<file path="config.mk">
export PLATFORM = sky130hd
export DESIGN_NAME = cipher_port_glue
export DESIGN_NICKNAME = d
export VERILOG_FILES = /design/src/cipher_glue_pkg.sv /design/src/level_sync.sv /design/src/cipher_clock_gen.sv /design/src/cipher_port_glue.sv
export VERILOG_INCLUDE_DIRS = /design/src
export SDC_FILE = /design/constraint.sdc
export NUM_CORES = 1
export LEC_CHECK = 0
export BUFFER_PORTS_ARGS = -buffer_cell sky130_fd_sc_hd__buf_2
export CAP_MARGIN = 40
export CORE_MARGIN = 3
export CORE_UTILIZATION = 42
export CTS_CLUSTER_SIZE = 12
export DETAILED_ROUTE_END_ITERATION = 8
export PLACE_DENSITY = 0.66
export SETUP_SLACK_MARGIN = 0.05
export SLEW_MARGIN = 20
export SYNTH_ARGS = -nofsm -noshare
export SYNTH_HDL_FRONTEND = slang
export SYNTH_SLANG_ARGS = --single-unit
</file>
<file path="constraint.sdc">
create_clock -name clk -period 3 [get_ports clk]
set_clock_uncertainty 0.05 [all_clocks]
set_input_delay 0.15 -clock clk [delete_from_list [all_inputs] [get_ports clk]]
set_output_delay 0.15 -clock clk [all_outputs]
set_load 0.005 [all_outputs]
</file>
<file path="src/cipher_glue_map.svh">
`ifndef CIPHER_GLUE_MAP_SVH
`define CIPHER_GLUE_MAP_SVH

// System clock rate of the processor bus
`define GLUE_SYS_CLK_HZ        50000000
// Highest system clock for the same-frequency mode
`define GLUE_SAME_MODE_MAX_HZ  4000000

// Clock mode select pin levels
`define GLUE_MODE_SAME_LEVEL   1'b1
`define GLUE_MODE_DIV2_LEVEL   1'b0

// Reset values of the registered outputs and state
`define GLUE_STROBE_IDLE       1'b0
`define GLUE_PHASE_RESET       1'b0
`define GLUE_DIVIDER_RESET     1'b0
`define GLUE_SYNC_RESET        1'b1
`define GLUE_COUNT_RESET       8'h00

// Transfer counter width
`define GLUE_COUNT_W           8

`endif

</file>
<file path="src/cipher_glue_pkg.sv">
package cipher_glue_pkg;

   // Kind of processor I/O cycle seen at the port
   typedef enum logic [2:0] {
      CYC_IDLE      = 3'b000,
      CYC_LATCH     = 3'b001,
      CYC_READ      = 3'b010,
      CYC_WRITE     = 3'b011,
      CYC_WRITE_EXT = 3'b100
   } bus_cycle_t;

   // Cipher clock mode
   typedef enum logic {
      MODE_DIV2 = 1'b0,
      MODE_SAME = 1'b1
   } clk_mode_t;

endpackage

</file>
<file path="src/level_sync.sv">
`timescale 1ns/1ps
`default_nettype none

`include "cipher_glue_map.svh"

module level_sync (
   // Clock and reset
   input  wire logic clk,
   input  wire logic reset,
   // Asynchronous level in, synchronous level out
   input  wire logic level_in,
   output logic      level_out
);

   logic stage1_q;
   logic stage2_q;

   // First stage feeds only the second
   always_ff @(posedge clk or posedge reset) begin
      if (reset) begin
         stage1_q <= `GLUE_SYNC_RESET;
         stage2_q <= `GLUE_SYNC_RESET;
      end else begin
         stage1_q <= level_in;
         stage2_q <= stage1_q;
      end
   end

   assign level_out = stage2_q;

endmodule // level_sync

`default_nettype wire

</file>
<file path="src/cipher_clock_gen.sv">
`timescale 1ns/1ps
`default_nettype none

`include "cipher_glue_map.svh"

module cipher_clock_gen
   import cipher_glue_pkg::*;
(
   // Clock and reset
   input  wire logic                      clk,
   input  wire logic                      reset,
   // Control
   input  wire cipher_glue_pkg::clk_mode_t mode,
   input  wire logic                      phase_hold,
   // Clock to the cipher chip
   output logic                           cipher_clk
);

   import cipher_glue_pkg::*;

   logic div_q;
   logic div_d;

   // (RQ4) Divide by two
   // (RQ5) Half-cycle delay when out of phase
   always_comb begin
      div_d = ~div_q & ~phase_hold & (mode == MODE_DIV2);
   end

   always_ff @(posedge clk or posedge reset) begin
      // (RQ19) Divider to known state
      if (reset) begin
         div_q <= `GLUE_DIVIDER_RESET;
      end else begin
         div_q <= div_d;
      end
   end

   // (RQ3) Inverted system clock, same rate
   // (RQ13) Phase hold forces clock high
   // Gated clock path: mode must stay static while running
   assign cipher_clk = (mode == MODE_SAME) ? ~clk : ~div_q;

endmodule // cipher_clock_gen

`default_nettype wire

</file>
<file path="src/cipher_port_glue.sv">
// Notes on behaviour
// (RQ1) Even-address write latches register address; odd-address accesses move data.
// (RQ2) Register address stays latched until next address strobe; no new latch.
// (RQ3) Same-frequency mode: cipher clock is inverted system clock, no waits.
// (RQ4) Divide-by-two mode: cipher clock is system clock halved.
// (RQ5) Divided clock delayed half a cycle to line up with data strobe.
// (RQ6) Divide-by-two mode adds one wait state to each data write.
// (RQ7) Mode pin high selects same frequency, low selects divide-by-two.
// (RQ8) Data strobe rising edge meets a falling cipher clock edge.
// (RQ9) Chip select low only with request, select and address bit low.
// (RQ10) Address strobe low one clock in wait state, released before select.
// (RQ11) Read: select and address strobe idle; data strobe low wait and third.
// (RQ12) Reads never request extra wait states.
// (RQ13) Phase flag set in first wait of each divided data cycle, read or write; forces cipher clock high.
// (RQ14) Write with address bit high moves one byte; select and strobe idle.
// (RQ15) Same-frequency write: data strobe low for wait state only.
// (RQ16) Divide-by-two write: data strobe low over both wait states.
// (RQ17) Divide-by-two mode needs the faster cipher chip variant.
// (RQ18) Wait output driven low only in first divided write wait.
// (RQ19) Reset clears divider and phase, strobes idle, wait released.
`timescale 1ns/1ps
`default_nettype none

`include "cipher_glue_map.svh"

module cipher_port_glue
   import cipher_glue_pkg::*;
(
   // Clock and reset
   input  wire logic                       clk,
   input  wire logic                       reset,
   // Processor I/O bus, same clock as clk
   input  wire logic                       io_request_n,
   input  wire logic                       dev_select_n,
   input  wire logic                       addr0,
   input  wire logic                       write_n,
   // Static clock mode pin
   input  wire logic                       clock_mode_pin,
   // Cipher chip master port
   output logic                            port_chip_select_n,
   output logic                            port_address_strobe_n,
   output logic                            port_data_strobe_n,
   output logic                            cipher_clk,
   // Open-drain wait request to the processor
   output logic                            wait_out,
   output logic                            wait_oe_n,
   // Observation
   output cipher_glue_pkg::bus_cycle_t     cycle_kind,
   output logic                            phase_flag,
   output logic [`GLUE_COUNT_W-1:0]        data_count
);

   import cipher_glue_pkg::*;

   // Decoded access classes
   function automatic logic access_hit(input logic req_n,
                                       input logic sel_n);
      access_hit = ~req_n & ~sel_n;
   endfunction

   function automatic logic is_latch(input logic hit,
                                     input logic a0,
                                     input logic wr_n);
      is_latch = hit & ~a0 & ~wr_n;
   endfunction

   function automatic logic is_data(input logic hit,
                                    input logic a0);
      is_data = hit & a0;
   endfunction

   // Mode pin is static but asynchronous to clk
   logic      mode_level;
   clk_mode_t mode;

   level_sync u_mode_sync (
      .clk       (clk),
      .reset     (reset),
      .level_in  (clock_mode_pin),
      .level_out (mode_level)
   );

   // (RQ7) High level selects same-frequency mode
   always_comb begin
      if (mode_level == `GLUE_MODE_SAME_LEVEL) begin
         mode = MODE_SAME;
      end else begin
         mode = MODE_DIV2;
      end
   end

   // Bus decode
   logic hit;
   logic wr;
   logic latch_acc;
   logic data_acc;
   logic read_acc;
   logic write_acc;
   logic div2;

   assign hit       = access_hit(io_request_n, dev_select_n);
   assign wr        = ~write_n;
   assign latch_acc = is_latch(hit, addr0, write_n);
   assign data_acc  = is_data(hit, addr0);
   assign read_acc  = data_acc & ~wr;
   assign write_acc = data_acc & wr;
   assign div2      = (mode == MODE_DIV2);

   // (RQ9) Chip select from request, select and even address
   // Combinational so it frames the whole address cycle
   assign port_chip_select_n = ~(hit & ~addr0);

   // Address strobe
   logic as_q;
   logic as_d;

   // (RQ10) One clock pulse, self-clearing before select ends
   // (RQ1) Even-address write is the latch cycle
   always_comb begin
      as_d = latch_acc & ~as_q;
   end

   always_ff @(posedge clk or posedge reset) begin
      if (reset) begin
         as_q <= `GLUE_STROBE_IDLE;
      end else begin
         as_q <= as_d;
      end
   end

   assign port_address_strobe_n = ~as_q;

   // Phase flag and data strobe
   logic ds_q;
   logic ds_d;
   logic ph_q;
   logic ph_d;

   // (RQ13) Set in the first wait of a divided data cycle
   always_comb begin
      ph_d = data_acc & ~ds_q & ~ph_q & div2;
   end

   // (RQ8) Strobe timed against the falling cipher clock
   always_comb begin
      ds_d = 1'b0;
      if (read_acc) begin
         // (RQ11) Read strobe over wait and third state
         ds_d = 1'b1;
      end else if (write_acc && !div2) begin
         // (RQ15) One state, captured at third state
         ds_d = ~ds_q;
      end else if (write_acc && div2) begin
         // (RQ16) Held across both wait states
         ds_d = (~ds_q & ~ph_q) | (ds_q & ph_q);
      end
   end

   always_ff @(posedge clk or posedge reset) begin
      // (RQ19) Strobe idle
      if (reset) begin
         ds_q <= `GLUE_STROBE_IDLE;
      end else begin
         ds_q <= ds_d;
      end
   end

   always_ff @(posedge clk or posedge reset) begin
      // (RQ19) Phase clear
      if (reset) begin
         ph_q <= `GLUE_PHASE_RESET;
      end else begin
         ph_q <= ph_d;
      end
   end

   // (RQ14) One byte per write, select and address strobe stay idle
   assign port_data_strobe_n = ~ds_q;
   assign phase_flag         = ph_q;

   // Cipher clock
   // (RQ5) Phase flag realigns the divider
   cipher_clock_gen u_clk_gen (
      .clk        (clk),
      .reset      (reset),
      .mode       (mode),
      .phase_hold (ph_q),
      .cipher_clk (cipher_clk)
   );

   // Wait request
   // (RQ6) One extra wait for divided writes
   // (RQ12) Reads never pull wait
   // (RQ18) Driven low only in first write wait
   assign wait_out  = 1'b0;
   assign wait_oe_n = ~(ph_q & wr & write_acc);

   // Cycle tracking
   bus_cycle_t cyc_q;
   bus_cycle_t cyc_d;

   always_comb begin
      cyc_d = CYC_IDLE;
      if (latch_acc) begin
         cyc_d = CYC_LATCH;
      end else if (read_acc) begin
         cyc_d = CYC_READ;
      end else if (write_acc && div2) begin
         cyc_d = CYC_WRITE_EXT;
      end else if (write_acc) begin
         cyc_d = CYC_WRITE;
      end
   end

   always_ff @(posedge clk or posedge reset) begin
      if (reset) begin
         cyc_q <= CYC_IDLE;
      end else begin
         cyc_q <= cyc_d;
      end
   end

   assign cycle_kind = cyc_q;

   // Data transfers since the last address latch
   logic [`GLUE_COUNT_W-1:0] cnt_q;
   logic [`GLUE_COUNT_W-1:0] cnt_d;
   logic                     data_start;

   // Counts each cycle once, on its first active clock
   always_comb begin
      case (cyc_q)
         CYC_READ, CYC_WRITE, CYC_WRITE_EXT: data_start = 1'b0;
         default:                            data_start = 1'b1;
      endcase
   end

   // (RQ2) Address held, data cycles reuse it
   always_comb begin
      cnt_d = cnt_q;
      if (as_d) begin
         cnt_d = `GLUE_COUNT_RESET;
      end else if (data_acc && data_start && cnt_q != {`GLUE_COUNT_W{1'b1}}) begin
         cnt_d = cnt_q + `GLUE_COUNT_W'(1);
      end
   end

   always_ff @(posedge clk or posedge reset) begin
      if (reset) begin
         cnt_q <= `GLUE_COUNT_RESET;
      end else begin
         cnt_q <= cnt_d;
      end
   end

   assign data_count = cnt_q;

endmodule // cipher_port_glue

`default_nettype wire

</file>
# After elaboration in Yosys (flattened, before gate mapping)
# Index checks and enable logic that the tools add are counted.
op_classes:
  add_sub_neg: 1
  n_reduce_logical: 6
  mux: 12
  bitwise: 29
  n_eq_ne: 4
ops:
  columns: ["op", "n"]
  rows:
  - ["$and 1x1->1", 16]
  - ["$mux 8", 2]
  - ["$not 1->1", 12]
  - ["$mux 3", 3]
  - ["$add 8x1->8 const B", 1]
  - ["$ne 8x8->1 const B", 1]
  - ["$eq 3x2->1 const B", 2]
  - ["$mux 1", 6]
  - ["$logic_and 1x1->1", 4]
  - ["$eq 3x3->1 const B", 1]
  - ["$reduce_or 3->1", 1]
  - ["$mux 2", 1]
  - ["$reduce_bool 2->1", 1]
  - ["$or 1x1->1", 1]
totals:
  out_inout_bits: 18
  elab_cells: 60
  regBits: 17

# Longest topological paths before layout
depth:
  depth_word: 8
  ltp_mapped: 6

# By module
# Synthesis repeated with hierarchy kept, for this count alone.
hier_totals:
  cells_unflattened: 81
  hier_area_um2: 808.3
modules_own_cells:
  columns: ["module", "area_per_inst_um2", "instances", "cells_each"]
  rows:
  - ["cipher_port_glue", 708.2, 1, 74]
  - ["level_sync", 56.3, 1, 3]
  - ["cipher_clock_gen", 43.8, 1, 4]

==> reports/results.tsv <==
stage	metric	value	unit
yosys	Yosys Warn Count	0	
yosys	sequential area share after synthesis	50.89	%
cts	Resized cells post-CTS	0	
yosys	Post-Synthesis Cells	85	
hold_path	Hold Path Cell Cnt	4	
pwr	VDD IR max	0.0002975	V
detailed_routing	drt first pass iters	4	
yosys	syn_nets	93	
cells_and_area	Post-Route Utilization	59.10	%
detailed_routing	DRT Wirelength	1720	µm
worst_setup_path	CP Class	clk2out	
die	Die X	50.74	µm
yosys	Synth cell types	30	
sta	Final WS setup	0.8434	ns
detailed_routing	WL per Instance	12.11	µm
flow_run	max cap viols	0	
detailed_routing	DR vias	733	
yosys	most frequent cell after synthesis	dfrtp_1	
worst_setup_path	crit path DAT	1.96	ns
sta	Least-Margin Pin Slew	0.6268	ns
cells_and_area	post-route insts no fill	142	
detailed_routing	ANT nets after route	0	
worst_setup_path	worst reg-to-reg path cell count	4	
grt	antenna violations before repair	0	
sta	Final Hold Viols	0	
die	io pins	25	
worst_setup_path	critical path startpoint category	clock port	
cells_and_area	Final Net Count	126	
sta	final setup vio count	0	
worst_setup_path	r2r endpoint	data_count[3]	
placement	port bufs	23	
die	core footprint	0.001802	mm²
pwr	P_leak	0.0005327	µW
worst_setup_path	CP Capture Type	primary output	
cells_and_area	synth-to-layout area growth	26.64	%
yosys	area leader, netlist	dfrtp_1	
sta	WHS	0.06893	ns
placement	Post-DP HPWL	1251	µm
status	run status	completed	
cells_and_area	# fillers	166	
cts	Hold-fix buffers, CTS	5	
worst_setup_path	RR Startpoint	cycle_kind[0]	
yosys	commonest cells in the netlist	15 x dfrtp_1, 10 x nand2_1, 7 x mux2i_1, 7 x nor2_1, 7 x nor3_1	
cts	Clock Latency Late Sink	0.40	ns
die	Cell Rows	15	
pwr	PD cells	543.0	mW/mm²
placement	gp weighted congestion	0.8012	
sta	relative max-transition margin	58.17	%
yosys	asr flop ratio synth	100.0	%
yosys	Mapped Area	840.8	µm²
detailed_routing	drt drc	0	
hold_path	Hold Crit Start	io_request_n	
sta	setup TNS	0	ns
grt	first-pass GRT wire length	2849	µm
yosys	top cell type's share of synthesized area	44.64	%
grt	gr usage total	15.21	%
cells_and_area	layout cell share with drive strength beyond 1	28.21	%
cells_and_area	Antenna Cells	0	
worst_setup_path	Worst EP required	2.80	ns
cts	post-CTS setup buffer count	0	
placement	pre-CTS WS	1.085	ns
yosys	most used flip-flop cell after synthesis	dfrtp_1	
yosys	Synth area leaders	dfrtp_1 45%, mux2i_1 8.3%, dfstp_2 6.3%, nand2_1 4.5%, nor3_1 4.2%	
detailed_routing	initial DRC count	11	
grt	vias in the first global route	680	
die	Vert. Die Dim	50.74	µm
worst_setup_path	Worst Path Max Fanout	2	
yosys	Seq cells post-synth	17	
worst_setup_path	reg2reg setup slack	1.49	ns
yosys	Avg Inst Size Synth	9.892	µm²
cts	CTS tree	done	
cts	CTS clock-pin slew for the worst setup and hold paths	0.10	ns
die	die area	0.002575	mm²
die	Initial Util	46.67	%
yosys	Post-synth EDFFs	0	
placement	Placed Cells	130	
grt	largest net degree at the start of global routing	18	
grt	GRT overflow	0	
detailed_routing	vias per cell	5.162	
sta	RSZ-0062 raised after global routing	no	
sta	Slew Viols, Final	0	
hold_path	HP Class	in2reg	
hold_path	WHS Endpoint	ds_q	
==> critical path, stage by stage <==
cell and delay (ns):
clkbuf_4 0.10, clkbuf_4 0.12, mux2i_1 0.11, buf_2 0.12
==> cell type report <==
cell class / count / area, µm² / area share, %
clock buffers: 7 / 50.05 / 4.700
clock inverters: 1 / 5.005 / 0.4700
inverters: 7 / 38.79 / 3.643
multi-input cells: 58 / 351.6 / 33.02
flip-flops and latches: 17 / 427.9 / 40.19
well taps: 25 / 31.28 / 2.938
repair buffers: 27 / 160.2 / 15.04
==> how the worst max path moves through the flow <==
| stage | from | to | slack (ns) | cells after the start |
|---|---|---|---|---|
| finish | clk | cipher_clk | 0.84 | 4 |
| global route | clk | cipher_clk | 0.78 | 4 |
| CTS | clk | cipher_clk | 0.83 | 4 |
| detailed placement | clk | cipher_clk | 1.09 | 2 |
| global placement | clk | cipher_clk | 1.09 | 2 |
| floorplan | clk | cipher_clk | 1.16 | 1 |
==> cell usage in the layout, fill, tap and decap left out <==
cell | synthesis | layout
a211oi_1 | 1 | 1
a21o_1 | 1 | 1
a21oi_1 | 2 | 2
a41oi_1 | 1 | 1
and3_1 | 1 | 1
and4_1 | 1 | 1
and4b_1 | 1 | 1
buf_2 | 0 | 23
clkbuf_4 | 0 | 6
clkinv_2 | 0 | 1
clkinv_8 | 1 | 1
conb_1 | 1 | 1
dfrtp_1 | 15 | 15
dfstp_2 | 2 | 2
dlygate4sd3_1 | 0 | 5
ha_1 | 1 | 1
inv_1 | 6 | 6
mux2i_1 | 7 | 7
nand2_1 | 10 | 10
nand2b_1 | 1 | 1
nand3_1 | 5 | 5
nand3b_1 | 1 | 1
nand4_1 | 2 | 2
nor2_1 | 7 | 7
nor2b_1 | 1 | 1
nor3_1 | 7 | 7
nor3b_1 | 1 | 1
nor4_1 | 1 | 1
or3_1 | 3 | 3
or3b_1 | 1 | 1
xnor2_1 | 1 | 1
==> metrics by stage <==
step / cell area [µm²] / power, µW
finish: 1065 / 578.2
global route: 1065 / 618.6
CTS: 1065 / 583.0
detailed placement: 964.7 / 400.7
global placement: 964.7 / 396.4
floorplan: 840.8 / 349.1
==> registers in the layout, indices dropped and copies added (netlist names) <==
signal / count
u_mode_sync.level_out: 1
ds_q: 1
phase_flag: 1
u_mode_sync.stage1_q: 1
as_q: 1
cycle_kind: 3
data_count: 8
u_clk_gen.div_q: 1
==> power breakdown <==
group | total (µW) | switching (µW) | internal, µW | leakage, µW
clock network | 190 | 88.0 | 102 | 0.0000409
registers | 287 | 31.5 | 256 | 0.000223
logic | 101 | 51.4 | 49.9 | 0.000268
==> cells by family after synthesis <==
kind of cell / count (synthesis) / synth area share, %
multiplexers: 7 / 8.334
AO/OA/AOI/OAI: 5 / 4.019
other: 1 / 0.4460
flip-flops: 17 / 50.89
XOR/XNOR: 1 / 1.042
AND/OR/NAND/NOR: 43 / 26.49
adder cells (fa/ha/maj): 1 / 1.488
buffers and inverters: 10 / 7.292
==> per-layer routing <==
metal	up-vias	global-route usage, %	share of wire, %
li1	357	-	-
met1	348	19.66	50
met2	23	20.87	44
met3	5	3.858	4.2
met4	0	13.00	1.5
met5	-	0	0
Power figures use the tool's default switching activity.
